<file path="config.mk">
export PLATFORM = sky130hd
export DESIGN_NAME = atm_cell_pdh_path_adapter
export DESIGN_NICKNAME = d
export VERILOG_FILES = /design/src/verilog/vp_mux_pkg.sv /design/src/verilog/atm_cell_pdh_path_adapter.sv
export SDC_FILE = /design/constraint.sdc
export NUM_CORES = 1
export LEC_CHECK = 0
export ABC_AREA = 1
export BUFFER_PORTS_ARGS = -buffer_cell sky130_fd_sc_hd__clkbuf_2
export CAP_MARGIN = 0
export CORE_UTILIZATION = 60
export DETAILED_ROUTE_END_ITERATION = 6
export GPL_TIMING_DRIVEN = 0
export PLACE_DENSITY = 0.87
export REMOVE_ABC_BUFFERS = 1
export SLEW_MARGIN = 40
export SYNTH_ARGS = -nofsm -noshare
export SYNTH_HDL_FRONTEND = slang
export SYNTH_SLANG_ARGS = --single-unit
</file>
<file path="constraint.sdc">
create_clock -name ref_clk_i -period 6.25 [get_ports ref_clk_i]
set_input_delay 1.25 -clock ref_clk_i [delete_from_list [all_inputs] [get_ports ref_clk_i]]
set_output_delay 1.25 -clock ref_clk_i [all_outputs]
set_load 0.005 [all_outputs]
</file>
<file path="src/verilog/vp_mux_pkg.sv">
// Constants, types and shared functions of the cell/path adapter.
// Assumes one byte-rate clock; the path side strobes each payload octet.
package vp_mux_pkg;
  localparam int          NUM_FLOWS  = 4;
  localparam int          FLOW_W     = 2;
  localparam int          POS_W      = 6;
  localparam logic [5:0]  POS_FIRST  = 6'h00;
  localparam logic [5:0]  POS_HEC    = 6'h04;
  localparam logic [5:0]  POS_PAY    = 6'h05;
  localparam logic [5:0]  POS_LAST   = 6'h34;
  localparam int          HDR_VPI_LSB = 20;
  localparam int          HDR_VCI_LSB = 4;
  localparam int          HDR_PT_LSB  = 1;
  localparam logic [3:0]  GFC_TX     = 4'h0;
  localparam logic [2:0]  PT_TX      = 3'h0;
  localparam logic        CLP_TX     = 1'h0;
  localparam logic [15:0] VCI_TX     = 16'h0020;
  localparam logic [31:0] IDLE_HDR   = 32'h00000001;
  localparam logic [7:0]  IDLE_FILL  = 8'h6A;
  localparam logic [7:0]  HEC_COSET  = 8'h55;
  localparam logic [7:0]  HEC_POLY   = 8'h07;
  localparam logic [7:0]  VPI_BASE   = 8'h11;
  localparam logic [7:0]  VPI_NONE   = 8'h00;
  localparam int          SCR_LEN    = 43;
  localparam logic [2:0]  BAD_LIMIT  = 3'h7;
  localparam logic [2:0]  GOOD_LIMIT = 3'h6;
  localparam int          FIFO_DEPTH = 32;

  typedef enum logic [1:0] {ST_HUNT, ST_PRESYNC, ST_SYNC} delin_state_e;

  typedef struct packed {
    logic              sop;
    logic [FLOW_W-1:0] flow;
    logic [7:0]        data;
  } cell_byte_s;

  typedef struct packed {
    logic [SCR_LEN-1:0] st;
    logic [7:0]         d;
  } scr_s;

  typedef struct packed {
    logic        ok;
    logic        fixed;
    logic [31:0] hdr;
  } hec_chk_s;

  function automatic logic [7:0] hec_calc(input logic [31:0] h);
    logic [7:0] crc;
    logic       fb;
    crc = 8'h00;
    for (int i = 31; i >= 0; i--) begin
      fb  = crc[7] ^ h[i];
      crc = {crc[6:0], 1'b0} ^ (fb ? HEC_POLY : 8'h00);
    end
    return crc ^ HEC_COSET;
  endfunction : hec_calc

  // Self-synchronising: the shift register always takes line-side bits
  function automatic scr_s scr_byte(input logic [SCR_LEN-1:0] st,
                                    input logic [7:0] d,
                                    input logic desc);
    scr_s r;
    r.st = st;
    r.d  = 8'h00;
    for (int i = 7; i >= 0; i--) begin
      r.d[i] = d[i] ^ r.st[SCR_LEN-1];
      r.st   = {r.st[SCR_LEN-2:0], desc ? d[i] : r.d[i]};
    end
    return r;
  endfunction : scr_byte

  // Single-bit correction searches all 40 header bit positions
  function automatic hec_chk_s hec_check(input logic [39:0] h,
                                         input logic fix_en);
    hec_chk_s   r;
    logic [39:0] t;
    r.ok    = (hec_calc(h[39:8]) == h[7:0]);
    r.fixed = 1'b0;
    r.hdr   = h[39:8];
    if (!r.ok && fix_en) begin
      for (int i = 0; i < 40; i++) begin
        t = h ^ (40'h1 << i);
        if (!r.fixed && hec_calc(t[39:8]) == t[7:0]) begin
          r.fixed = 1'b1;
          r.hdr   = t[39:8];
        end
      end
    end
    return r;
  endfunction : hec_check
endpackage : vp_mux_pkg
</file>
<file path="src/verilog/atm_cell_pdh_path_adapter.sv">
// Cell/path adapter: VP mux, idle fill, HEC, scrambling and delineation.
// Assumes octet-aligned path payload strobed at byte rate on ref_clk_i.
`timescale 1ns/1ps

module cell_byte_fifo #(
  parameter int WIDTH = 11,
  parameter int DEPTH = 32
) (
  input  wire logic             ref_clk_i,
  input  wire logic             rst_i,
  input  wire logic             in_valid_i,
  output logic                  in_ready_o,
  input  wire logic [WIDTH-1:0] in_data_i,
  output logic                  out_valid_o,
  input  wire logic             out_ready_i,
  output logic      [WIDTH-1:0] out_data_o
);
  localparam int AW = $clog2(DEPTH);
  logic [WIDTH-1:0] mem_reg [DEPTH];
  logic [AW-1:0]    wr_reg;
  logic [AW-1:0]    rd_reg;
  logic [AW:0]      cnt_reg;
  logic             push;
  logic             pop;

  assign in_ready_o  = (cnt_reg != (AW+1)'(DEPTH));
  assign out_valid_o = (cnt_reg != '0);
  assign out_data_o  = mem_reg[rd_reg];
  assign push        = in_valid_i && in_ready_o;
  assign pop         = out_valid_o && out_ready_i;

  always_ff @(posedge ref_clk_i) begin
    if (push) begin
      mem_reg[wr_reg] <= in_data_i;
    end
  end

  always_ff @(posedge ref_clk_i) begin
    if (rst_i) begin
      wr_reg  <= '0;
      rd_reg  <= '0;
      cnt_reg <= '0;
    end else begin
      if (push) begin
        wr_reg <= (wr_reg == AW'(DEPTH-1)) ? '0 : wr_reg + 1'b1;
      end
      if (pop) begin
        rd_reg <= (rd_reg == AW'(DEPTH-1)) ? '0 : rd_reg + 1'b1;
      end
      cnt_reg <= cnt_reg + (AW+1)'(push) - (AW+1)'(pop);
    end
  end
endmodule : cell_byte_fifo

module atm_cell_pdh_path_adapter (
  input  wire logic                    ref_clk_i,
  input  wire logic                    rst_i,
  input  wire logic                    monitored_state_i,
  output logic                         monitored_state_o,
  input  wire logic                    hec_correct_en_i,
  input  wire logic                    hec_pass_invalid_i,
  input  wire logic                    vpi_wr_i,
  input  wire logic [1:0]              vpi_wr_idx_i,
  input  wire logic [7:0]              vpi_wr_val_i,
  input  wire logic [3:0]              tx_flow_valid_i,
  input  wire logic [3:0][7:0]         tx_flow_data_i,
  output logic      [3:0]              tx_flow_ready_o,
  input  wire logic                    path_tx_slot_i,
  output logic      [7:0]              path_tx_byte_o,
  output logic                         path_tx_valid_o,
  input  wire logic                    path_rx_valid_i,
  input  wire logic [7:0]              path_rx_byte_i,
  output logic                         rx_valid_o,
  input  wire logic                    rx_ready_i,
  output vp_mux_pkg::cell_byte_s       rx_cell_o,
  output logic                         rx_buf_ready_o,
  output logic                         rx_drop_o,
  output logic                         cell_delineation_loss_o
);
  localparam int NF = vp_mux_pkg::NUM_FLOWS;
  localparam int FW = vp_mux_pkg::FLOW_W;
  localparam int SL = vp_mux_pkg::SCR_LEN;

  logic [7:0]    vpi_tab_reg [NF];
  logic [FW-1:0] last_grant_reg;

  // VPI table, default 11h upward; a write of 00h is ignored
  always_ff @(posedge ref_clk_i) begin
    if (rst_i) begin
      for (int i = 0; i < NF; i++) begin
        vpi_tab_reg[i] <= vp_mux_pkg::VPI_BASE + 8'(i);
      end
    end else if (vpi_wr_i && vpi_wr_val_i != vp_mux_pkg::VPI_NONE) begin
      vpi_tab_reg[vpi_wr_idx_i] <= vpi_wr_val_i;
    end
  end

  always_ff @(posedge ref_clk_i) begin
    if (rst_i) begin
      monitored_state_o <= 1'b0;
    end else begin
      monitored_state_o <= monitored_state_i;
    end
  end

  // ---------------- Transmit ----------------
  logic [5:0]    tx_pos_reg;
  logic          tx_user_reg;
  logic [FW-1:0] tx_sel_reg;
  logic [31:0]   tx_hdr_reg;
  logic [SL-1:0] tx_scr_reg;
  logic          pick_found;
  logic [FW-1:0] pick_idx;
  logic [31:0]   hdr_new;
  logic [31:0]   hdr_cur;
  logic [7:0]    pay_raw;
  vp_mux_pkg::scr_s tx_scr;
  logic [7:0]    tx_byte;
  logic          at_first;
  logic          in_pay;

  // Round robin starting after the last granted flow
  always_comb begin
    logic [FW-1:0] idx;
    idx        = '0;
    pick_found = 1'b0;
    pick_idx   = '0;
    for (int k = 1; k <= NF; k++) begin
      idx = last_grant_reg + FW'(k);
      if (!pick_found && tx_flow_valid_i[idx]) begin
        pick_found = 1'b1;
        pick_idx   = idx;
      end
    end
  end

  assign at_first = (tx_pos_reg == vp_mux_pkg::POS_FIRST);
  assign in_pay   = (tx_pos_reg >= vp_mux_pkg::POS_PAY);
  assign hdr_new  = pick_found ?
                    {vp_mux_pkg::GFC_TX, vpi_tab_reg[pick_idx],
                     vp_mux_pkg::VCI_TX, vp_mux_pkg::PT_TX,
                     vp_mux_pkg::CLP_TX} :
                    vp_mux_pkg::IDLE_HDR;
  assign hdr_cur  = at_first ? hdr_new : tx_hdr_reg;
  // A flow that stalls mid-cell is padded with the idle fill octet
  assign pay_raw  = (tx_user_reg && tx_flow_valid_i[tx_sel_reg]) ?
                    tx_flow_data_i[tx_sel_reg] : vp_mux_pkg::IDLE_FILL;
  assign tx_scr   = vp_mux_pkg::scr_byte(tx_scr_reg, pay_raw, 1'b0);

  always_comb begin
    case (tx_pos_reg)
      6'h00:   tx_byte = hdr_cur[31:24];
      6'h01:   tx_byte = hdr_cur[23:16];
      6'h02:   tx_byte = hdr_cur[15:8];
      6'h03:   tx_byte = hdr_cur[7:0];
      6'h04:   tx_byte = vp_mux_pkg::hec_calc(hdr_cur);
      default: tx_byte = tx_scr.d;
    endcase
  end

  always_comb begin
    tx_flow_ready_o = '0;
    if (path_tx_slot_i && in_pay && tx_user_reg) begin
      tx_flow_ready_o[tx_sel_reg] = 1'b1;
    end
  end

  always_ff @(posedge ref_clk_i) begin
    if (rst_i) begin
      tx_pos_reg     <= vp_mux_pkg::POS_FIRST;
      tx_user_reg    <= 1'b0;
      tx_sel_reg     <= '0;
      tx_hdr_reg     <= '0;
      last_grant_reg <= FW'(NF-1);
    end else if (path_tx_slot_i) begin
      // One cell per 53 consecutive payload octets
      tx_pos_reg <= (tx_pos_reg == vp_mux_pkg::POS_LAST) ?
                    vp_mux_pkg::POS_FIRST : tx_pos_reg + 6'h01;
      if (at_first) begin
        tx_hdr_reg  <= hdr_new;
        tx_user_reg <= pick_found;
        tx_sel_reg  <= pick_idx;
        if (pick_found) begin
          last_grant_reg <= pick_idx;
        end
      end
    end
  end

  always_ff @(posedge ref_clk_i) begin
    if (rst_i) begin
      tx_scr_reg <= '0;
    end else if (path_tx_slot_i && in_pay) begin
      tx_scr_reg <= tx_scr.st;
    end
  end

  always_ff @(posedge ref_clk_i) begin
    if (rst_i) begin
      path_tx_byte_o  <= 8'h00;
      path_tx_valid_o <= 1'b0;
    end else begin
      path_tx_valid_o <= path_tx_slot_i;
      if (path_tx_slot_i) begin
        path_tx_byte_o <= tx_byte;
      end
    end
  end

  // ---------------- Receive ----------------
  vp_mux_pkg::delin_state_e rx_st_reg;
  logic [31:0]   rx_win_reg;
  logic [5:0]    rx_pos_reg;
  logic [2:0]    rx_run_reg;
  logic [SL-1:0] rx_scr_reg;
  logic          rx_acc_reg;
  logic          rx_sop_reg;
  logic [FW-1:0] rx_flow_reg;
  logic          hec_match;
  logic          at_hec;
  vp_mux_pkg::hec_chk_s chk;
  vp_mux_pkg::scr_s     rx_scr;
  logic          vpi_hit;
  logic [FW-1:0] vpi_idx;
  logic          hdr_idle;
  logic          hdr_bad;
  logic          accept;
  vp_mux_pkg::cell_byte_s push_data;
  logic          push;
  logic          buf_ready;

  assign hec_match = (vp_mux_pkg::hec_calc(rx_win_reg) == path_rx_byte_i);
  assign at_hec    = (rx_pos_reg == vp_mux_pkg::POS_HEC);
  assign chk       = vp_mux_pkg::hec_check({rx_win_reg, path_rx_byte_i},
                                           hec_correct_en_i);
  assign rx_scr    = vp_mux_pkg::scr_byte(rx_scr_reg, path_rx_byte_i,
                                          1'b1);

  // Idle cells must match the whole header; the other checks examine only VPI, VCI and CLP
  assign hdr_idle = (chk.hdr == vp_mux_pkg::IDLE_HDR);
  assign hdr_bad  = (chk.hdr[31-4:0] ==
                     {vp_mux_pkg::IDLE_HDR[27:4],
                      chk.hdr[3:1], 1'b1});

  always_comb begin
    vpi_hit = 1'b0;
    vpi_idx = '0;
    for (int i = 0; i < NF; i++) begin
      if (!vpi_hit && chk.hdr[vp_mux_pkg::HDR_VPI_LSB +: 8] ==
          vpi_tab_reg[i]) begin
        vpi_hit = 1'b1;
        vpi_idx = FW'(i);
      end
    end
  end

  assign accept = (rx_st_reg == vp_mux_pkg::ST_SYNC) &&
                  (chk.ok || chk.fixed || hec_pass_invalid_i) &&
                  !hdr_idle && !hdr_bad && vpi_hit;

  always_ff @(posedge ref_clk_i) begin
    if (rst_i) begin
      rx_win_reg <= '0;
    end else if (path_rx_valid_i) begin
      rx_win_reg <= {rx_win_reg[23:0], path_rx_byte_i};
    end
  end

  // Octet-aligned HEC delineation: hunt, presync, sync
  always_ff @(posedge ref_clk_i) begin
    if (rst_i) begin
      rx_st_reg  <= vp_mux_pkg::ST_HUNT;
      rx_pos_reg <= vp_mux_pkg::POS_FIRST;
      rx_run_reg <= 3'h0;
    end else if (path_rx_valid_i) begin
      rx_pos_reg <= (rx_pos_reg == vp_mux_pkg::POS_LAST) ?
                    vp_mux_pkg::POS_FIRST : rx_pos_reg + 6'h01;
      case (rx_st_reg)
        vp_mux_pkg::ST_HUNT: begin
          if (hec_match) begin
            rx_st_reg  <= vp_mux_pkg::ST_PRESYNC;
            rx_pos_reg <= vp_mux_pkg::POS_PAY;
            rx_run_reg <= 3'h1;
          end
        end
        vp_mux_pkg::ST_PRESYNC: begin
          if (at_hec && !hec_match) begin
            rx_st_reg <= vp_mux_pkg::ST_HUNT;
          end else if (at_hec) begin
            rx_run_reg <= rx_run_reg + 3'h1;
            if (rx_run_reg + 3'h1 == vp_mux_pkg::GOOD_LIMIT) begin
              rx_st_reg  <= vp_mux_pkg::ST_SYNC;
              rx_run_reg <= 3'h0;
            end
          end
        end
        vp_mux_pkg::ST_SYNC: begin
          if (at_hec && hec_match) begin
            rx_run_reg <= 3'h0;
          end else if (at_hec) begin
            rx_run_reg <= rx_run_reg + 3'h1;
            if (rx_run_reg + 3'h1 == vp_mux_pkg::BAD_LIMIT) begin
              rx_st_reg <= vp_mux_pkg::ST_HUNT;
            end
          end
        end
        default: rx_st_reg <= vp_mux_pkg::ST_HUNT;
      endcase
    end
  end

  always_ff @(posedge ref_clk_i) begin
    if (rst_i) begin
      rx_scr_reg <= '0;
    end else if (path_rx_valid_i && rx_pos_reg >= vp_mux_pkg::POS_PAY) begin
      rx_scr_reg <= rx_scr.st;
    end
  end

  always_ff @(posedge ref_clk_i) begin
    if (rst_i) begin
      rx_acc_reg  <= 1'b0;
      rx_sop_reg  <= 1'b0;
      rx_flow_reg <= '0;
    end else if (path_rx_valid_i) begin
      if (at_hec) begin
        rx_acc_reg  <= accept;
        rx_sop_reg  <= 1'b1;
        rx_flow_reg <= vpi_idx;
      end else if (push) begin
        rx_sop_reg <= 1'b0;
      end
      if (rx_st_reg != vp_mux_pkg::ST_SYNC) begin
        rx_acc_reg <= 1'b0;
      end
    end
  end

  assign push = path_rx_valid_i && rx_acc_reg &&
                (rx_pos_reg >= vp_mux_pkg::POS_PAY) &&
                (rx_st_reg == vp_mux_pkg::ST_SYNC);
  assign push_data = '{sop: rx_sop_reg, flow: rx_flow_reg, data: rx_scr.d};
  assign rx_buf_ready_o = buf_ready;

  cell_byte_fifo #(
    .WIDTH ($bits(vp_mux_pkg::cell_byte_s)),
    .DEPTH (vp_mux_pkg::FIFO_DEPTH)
  ) u_rx_fifo (
    .ref_clk_i   (ref_clk_i),
    .rst_i       (rst_i),
    .in_valid_i  (push),
    .in_ready_o  (buf_ready),
    .in_data_i   (push_data),
    .out_valid_o (rx_valid_o),
    .out_ready_i (rx_ready_i),
    .out_data_o  (rx_cell_o)
  );

  // The path cannot be stalled, so a full buffer loses the octet
  always_ff @(posedge ref_clk_i) begin
    if (rst_i) begin
      rx_drop_o               <= 1'b0;
      cell_delineation_loss_o <= 1'b0;
    end else begin
      rx_drop_o               <= push && !buf_ready;
      cell_delineation_loss_o <= monitored_state_i &&
                                 (rx_st_reg != vp_mux_pkg::ST_SYNC);
    end
  end

  // ---------------- Checks ----------------
  logic [5:0]  chk_pos_reg;
  logic        chk_user_reg;
  logic [31:0] chk_hist_reg;
  always_ff @(posedge ref_clk_i) begin
    if (rst_i) begin
      chk_pos_reg  <= '0;
      chk_user_reg <= 1'b0;
      chk_hist_reg <= '0;
    end else if (path_tx_slot_i) begin
      chk_pos_reg  <= tx_pos_reg;
      chk_user_reg <= at_first ? pick_found : tx_user_reg;
      chk_hist_reg <= {chk_hist_reg[23:0], tx_byte};
    end
  end

  a_tx_clp_pt: assert property (@(posedge ref_clk_i) disable iff (rst_i)
    path_tx_valid_o && chk_user_reg && chk_pos_reg == 6'h03 |->
    path_tx_byte_o[3:0] == 4'h0) else $error("user cell PT/CLP not zero");
  a_tx_gfc_zero: assert property (@(posedge ref_clk_i) disable iff (rst_i)
    path_tx_valid_o && chk_pos_reg == 6'h00 |->
    path_tx_byte_o[7:4] == 4'h0) else $error("GFC not zero");
  a_tx_pt_zero: assert property (@(posedge ref_clk_i) disable iff (rst_i)
    path_tx_valid_o && chk_pos_reg == 6'h03 |->
    path_tx_byte_o[3:1] == 3'h0) else $error("PT not zero");
  a_tx_idle_hdr: assert property (@(posedge ref_clk_i) disable iff (rst_i)
    path_tx_valid_o && !chk_user_reg && chk_pos_reg == 6'h03 |->
    path_tx_byte_o == 8'h01 && chk_hist_reg[31:8] == 24'h000000)
    else $error("idle header wrong");
  a_tx_hec_value: assert property (@(posedge ref_clk_i) disable iff (rst_i)
    path_tx_slot_i && tx_pos_reg == 6'h04 |=>
    path_tx_byte_o == vp_mux_pkg::hec_calc($past(chk_hist_reg)))
    else $error("HEC octet wrong");
  a_hunt_lock: assert property (@(posedge ref_clk_i) disable iff (rst_i)
    rx_st_reg == vp_mux_pkg::ST_HUNT && path_rx_valid_i && hec_match |=>
    rx_st_reg == vp_mux_pkg::ST_PRESYNC && rx_pos_reg == 6'h05)
    else $error("hunt did not lock");
  a_sync_loss: assert property (@(posedge ref_clk_i) disable iff (rst_i)
    rx_st_reg == vp_mux_pkg::ST_SYNC && path_rx_valid_i && at_hec &&
    !hec_match && rx_run_reg == 3'h6 |=> rx_st_reg == vp_mux_pkg::ST_HUNT)
    else $error("no loss after 7 bad HECs");
  a_lcd_report: assert property (@(posedge ref_clk_i) disable iff (rst_i)
    cell_delineation_loss_o |-> $past(monitored_state_i))
    else $error("loss reported while unmonitored");
  a_no_deliver: assert property (@(posedge ref_clk_i) disable iff (rst_i)
    push |-> !cell_delineation_loss_o)
    else $error("cell delivered while lost");
endmodule : atm_cell_pdh_path_adapter

</file>
# Word level (Yosys, flattened, before mapping)
# Memory sizes are Yosys's and may differ from the RTL's. A register that Yosys moved wholly into a read port is not among the register bits.
# Cells that the tools add are included.
# W data, S select, Z words.
[classes]
n_lt_le_gt_ge = 8
muxes = 743
eq_ne = 71
n_bitwise = 1268
reduce_logical = 131
add_sub_neg = 10
[op_table]
columns = ["cell", "count"]
rows = [
  ["$xor A8 B3 Y8", 577],
  ["$mux W33", 80],
  ["$mux W3", 598],
  ["$xor A1 B1 Y1", 589],
  ["$eq A8 B8 Y1", 45],
  ["$not A4 Y4", 34],
  ["$logic_and A1 B1 Y1", 65],
  ["$logic_not A1 Y1", 49],
  ["$not A1 Y1", 40],
  ["$pmux W8 S5", 1],
  ["$eq A32 B1 Y1 const B", 1],
  ["$mux W32", 1],
  ["$mux W2", 14],
  ["$mux W28", 1],
  ["$mux W1", 27],
  ["$eq A25 B1 Y1 const B", 1],
  ["$mux W6", 4],
  ["$mux W8", 3],
  ["$xor A7 B3 Y7", 3],
  ["$mux W5", 4],
  ["$xor A6 B3 Y6", 3],
  ["$bmux W8 S2", 1],
  ["$xor A1 B1 Y1 const A", 16],
  ["$lt A2 B3 Y1 const B", 5],
  ["41 further kinds", 69],
]
[totals]
inputBits = 63
register_bits = 204
elab_cells = 2255
out_inout_bits = 29
n_memories = 2
ram_bits = 384
[mem_list]
columns = ["memory", "words", "word_bits", "read_ports", "rd_clocked_by_memory_dff", "wr", "line_no", "text"]
rows = [
  ["u_rx_fifo.mem_reg", 32, 11, 1, 1, 1, "atm_cell_pdh_path_adapter.sv:19", "logic [WIDTH-1:0] mem_reg [DEPTH];"],
  ["vpi_tab_reg", 4, 8, 5, 0, 4, "atm_cell_pdh_path_adapter.sv:84", "logic [7:0] vpi_tab_reg [NF];"],
]

# Logic depth before layout (Yosys ltp)
[logic_depth]
ltp_word = 268
depth_mapped = 48
ltp_nobuf = 47

# Modules after synthesis
# A second synthesis with hierarchy kept.
[hier_totals]
cells_unflattened = 3347
hier_area_um2 = 28703.8
[by_module_without_submodules]
columns = ["mod", "n_inst", "seq_area_each_um2", "area_each_um2", "cells_each"]
rows = [
  ["cell_byte_fifo", 1, 10990.5, 15469.8, 1361],
  ["atm_cell_pdh_path_adapter", 1, 4724.5, 13233.9, 1986],
]

# Worst setup path after synthesis
# OpenSTA, ideal clock, no wires.
[synth_path]
kind = "input to register"
from = "in tx_flow_valid_i[2]"
to = "reg path_tx_byte_o[3]"
path_buffers = 0
setup_ns = 0.131
required_time_ns = 6.119
arrival_time_ns = 5.275
slack_ns = 0.844
cell_stages = 26
cell_sequence = "o21ai_0 > o21ai_2 > a21oi_1 > nor2_1 > or2_4 > nand2_8 > inv_4 > o21ai_1 > nor2_1 > o21ai_1 > o21ai_2 > xor2_1 > xor2_1 > xor2_1 > xnor2_1 > xnor2_2 > xor2_2 > xnor2_1 > xnor2_2 > xor2_1 > xnor2_1 > o22ai_1 > nor3_1 > nand3_1 > nand2_1 > a21oi_2"
[synth_via]
elab_chain_len = 54
word_cells_on_any_way = 105
classes_between = "mux (45); bitwise (52); reduce/logical (7); memory (1)"
[synth_rtl]
columns = ["element", "line_no", "text"]
rows = [
  ["from (decl)", "atm_cell_pdh_path_adapter.sv:65", "input wire logic [3:0] tx_flow_valid_i,"],
  ["$bmux W1 S2", "atm_cell_pdh_path_adapter.sv:130", "if (!pick_found && tx_flow_valid_i[idx]) begin"],
  ["$mux W1 (not written as such)", "atm_cell_pdh_path_adapter.sv:130", ""],
  ["$mux W1", "atm_cell_pdh_path_adapter.sv:130", ""],
  ["$logic_not A1 Y1", "atm_cell_pdh_path_adapter.sv:130", ""],
  ["$logic_and A1 B1 Y1", "atm_cell_pdh_path_adapter.sv:130", ""],
  ["$mux W1", "atm_cell_pdh_path_adapter.sv:130", ""],
  ["$logic_not A1 Y1", "atm_cell_pdh_path_adapter.sv:130", ""],
  ["$logic_and A1 B1 Y1", "atm_cell_pdh_path_adapter.sv:130", ""],
  ["(+34 left out)", "--", ""],
  ["$xor A8 B3 Y8 / $mux W3 (equally long branches)", "vp_mux_pkg.sv:54", "crc = {crc[6:0], 1'b0} ^ (fb ? HEC_POLY : 8'h00);"],
  ["$xor A8 B3 Y8 (4 in a row)", "vp_mux_pkg.sv:54", ""],
  ["$xor A1 B1 Y1 / $xor A8 B3 Y8 (equally long branches)", "vp_mux_pkg.sv:53, vp_mux_pkg.sv:54", ""],
  ["$mux W3, or another cell as far along", "vp_mux_pkg.sv:54", ""],
  ["$xor A8 B3 Y8, or another cell as far along", "vp_mux_pkg.sv:54", ""],
  ["$xor A8 B3 Y8 / $mux W3 (equally long branches)", "vp_mux_pkg.sv:54", ""],
  ["$xor A8 B3 Y8 (2 in a row)", "vp_mux_pkg.sv:54", ""],
  ["$pmux W8 S5 (*)", "atm_cell_pdh_path_adapter.sv:151", "case (tx_pos_reg)"],
  ["to (signal assigned)", "atm_cell_pdh_path_adapter.sv:205", "path_tx_byte_o <= tx_byte;"],
  ["to (decl)", "atm_cell_pdh_path_adapter.sv:69", "output logic [7:0] path_tx_byte_o,"],
]
# Mark *: on every way between the ends. The rest lies on a longest branch, timed or not. The select of a mux whose other input is x is not followed.
# A chain may end at the register's enable or synchronous reset.

# Final worst setup path
[layout_path]
from = "in tx_flow_valid_i[3]"
to = "reg path_tx_byte_o[3]"
# Same word-level chain as after synthesis.

==> results.ini <==
[status]
outcome = complete, but fails checks
violations = DRC

[yosys]
ys_seq_area_share_pct = 56.4
syn_inst = 3053
ys_top_cells_by_area = edfxtp_1 41%, dfxtp_1 15%, nor2_1 7.3%
syn-mean-instance-area_um2 = 9.13
synth.distinct_cells = 58
yosys.area.top_type_share_pct = 41.3
yosys.area.top_type = edfxtp_1
synth_edf_count = 384
synth_ff_type = edfxtp_1
synth-seq-cells = 593
async_flop_share_pct = 0
netlist_area_mm2 = 0.0279
synth.yosys.warnings = 0

[timing]
max_slew_margin_pct = 40.5
clock_skew_ps = 12.0
min_period_ps = 5710
period_share_pct = 91.4
rsz0062_at_grt = false
maxSlewViolCount = 0
setup_tns_ps = 0
finalSetupViolCount = 0
worst_slew_pin_slew_ps = 892
worst_slack_ps = 536
clock.fmax_ghz = 0.175
hold_ws_ps = 446
finalHoldViolCount = 0

[power_and_ir_drop]
p_leak_nw = 11.7
p_per_area_mw_per_mm2 = 575
ir_drop_mv = 2.39
total_power_w = 0.0179

[cts]
h-tree-depth = 2
clkSlewWorstSetupHoldPaths_ps = 70
cts_sinks = 593
cts_root_buf = clkbuf_16
cts_buffers = 57
clock_latency_ps = 630
cts_tree = done
cts_max_path_buffers = 3
cts_hold_buf = 0

[global_routing]
grt_antenna_before_repair = 0
grt_first_pass_wirelength_mm = 116
grt_overflow = 0
grt_pass1_vias = 22061
grt.total_usage_pct = 31.2
grt_max_degree = 95

[route]
post_drt_wl_per_cell_um = 19.9
postRouteAntennaNets = 0
remaining_drc_errors = 1
drt_wl_total_mm = 74.3
drtIter0Drc = 2961
drt_first_pass_iters = 7
vias = 22934
avgViaCountPerCell = 6.14

[placed_design]
dpl_worst_slack_ps = -482
dp_hpwl_mm = 47.8
placed_cells = 3629
numPortBuffers = 91
place.gp.congestion = 0.889

[hold_path]
hold_start = tx_hdr_reg[13]
hp-class = reg -> reg
holdPathEnd = tx_hdr_reg[13]
min_delay_path_depth = 2

[critical_path]
rrSetupSlack_ps = 560
critPathLaunchType = input pin
critPathMaxFanout = 10
reg2reg_to = rx_flow_reg[0]
cp.required_ps = 6730
startpoint = tx_flow_valid_i[3]
crit_type = in -> reg
r2r_start = rx_win_reg[29]
critPathCaptureType = flop
crit_arrival_ps = 6200
ff2ff_path_depth = 38

[finish]
fin_nets = 3184
largest_reg_flops = 352
fillerInstances = 3204
final-seq-area_mm2 = 0.0157
multiInputGateArea_mm2 = 0.0110
diodes = 0
area.growth.synth_to_final_pct = 11.6
stdcell_count = 3735
drive_gt1_share_pct = 10.1

[die]
die_h_um = 218
die_x_um = 218
rows = 78
start_util_pct = 61.2
coreArea_mm2 = 0.0456
num_io_pins = 92
die-area_mm2 = 0.0473

[flow_run]
drv_cap = 0

[synth_stat cells, types with 33 or more instances]
cell	n
a21oi_1	112
inv_1	228
xnor2_1	33
edfxtp_1	384
o21ai_0	341
clkbuf_1	121
o221ai_1	66
nand3_1	163
xor2_1	84
nand2_1	465
dfxtp_1	209
nor2_1	546
[repair_timing]
action | CTS | global route
endpoints found under the setup margin | 0 | 9
gates resized for setup | 0 | 8
setup buffers | 0 | 1
[how the worst max path moves through the flow]
stage                     cells after the start                 to
after detailed placement                     26  path_tx_byte_o[3]
final                                        28  path_tx_byte_o[3]
after CTS                                    26  path_tx_byte_o[3]
after floorplan                               7      rx_cell_o[10]
after global routing                         30  path_tx_byte_o[1]
after global placement                        6       rx_cell_o[6]
[critical path, stage by stage]
cell and delay [ps]:
clkbuf_2 80, inv_1 80, nand2_1 50, o21ai_1 180
o21ai_2 130, nor4_2 410, a21oi_4 120, buf_4 190
a21oi_1 110, o21ai_1 70, o21ai_1 110, nand2_1 150
o21ai_2 110, xor2_1 340, xor2_2 250, xor2_1 280
xnor2_1 210, xor2_1 230, xor2_1 350, xnor2_1 180
xor2_1 280, xor2_1 290, xnor2_1 160, o22ai_1 90
nor3_1 240, nand3_1 110, nand2_1 90, a21oi_2 50
[layer usage]
metal | vias up | routed length (µm) | global-route usage, %
met4 | 0 | 2820 | 13.1
met3 | 254 | 6710 | 5.22
met1 | 10791 | 27800 | 38.2
met5 | - | 0 | 0
met2 | 1341 | 37000 | 54.4
li1 | 10548 | - | -
[kinds of logic after synthesis]
| group | synth area share (%) |
|---|---|
| AND/OR/NAND/NOR | 18.4 |
| XOR/XNOR | 4.81 |
| adder cells (fa/ha/maj) | 1.46 |
| AO/OA/AOI/OAI | 13.6 |
| flip-flops | 56.4 |
| buffers and inverters | 5.36 |
[stage by stage]
stage	util, %	instance area (µm²)
5_1_grt	68.3	31100
3_5_place_dp	64.1	29200
3_3_place_gp	62.6	28500
4_1_cts	68.2	31100
2_1_floorplan	-	27300
6_report	68.3	31100
[power breakdown]
| part | leakage, nW | internal [W] | switching [W] | total (W) |
|---|---|---|---|---|
| registers | 5.26 | 0.00432 | 0.000175 | 0.00450 |
| clock network | 0.914 | 0.00198 | 0.00150 | 0.00347 |
| logic | 5.53 | 0.00380 | 0.00612 | 0.00993 |
| total | 11.7 | 0.0101 | 0.00779 | 0.0179 |
[final cells by class]
cell class	count	area share [%]
sequential	593	50.6
multi-input combinational	2075	35.3
timing repair buffer	117	2.70
tap	600	2.41
clock inverter	39	1.19
inverter	245	3.06
clock buffer	66	4.76
[cells in the final DEF, fill, tap and decap left out, types with 12 or more instances in the layout]
| cell type | count |
|---|---|
| a31oi_1 | 14 |
| o21ai_1 | 17 |
| clkbuf_2 | 89 |
| nor3_1 | 26 |
| edfxtp_1 | 384 |
| xnor2_1 | 32 |
| nor2_1 | 517 |
| nor2_2 | 29 |
| clkbuf_16 | 57 |
| o221ai_1 | 66 |
| clkinv_1 | 20 |
| ha_1 | 31 |
| nand2_1 | 464 |
| nand4_1 | 26 |
| xor2_1 | 74 |
| o21ai_0 | 340 |
| a21oi_1 | 111 |
| inv_1 | 223 |
| nand3_1 | 163 |
| dfxtp_1 | 203 |
| xor2_2 | 12 |
| o22ai_1 | 31 |
No activity file was read; power rests on OpenSTA's default activity.
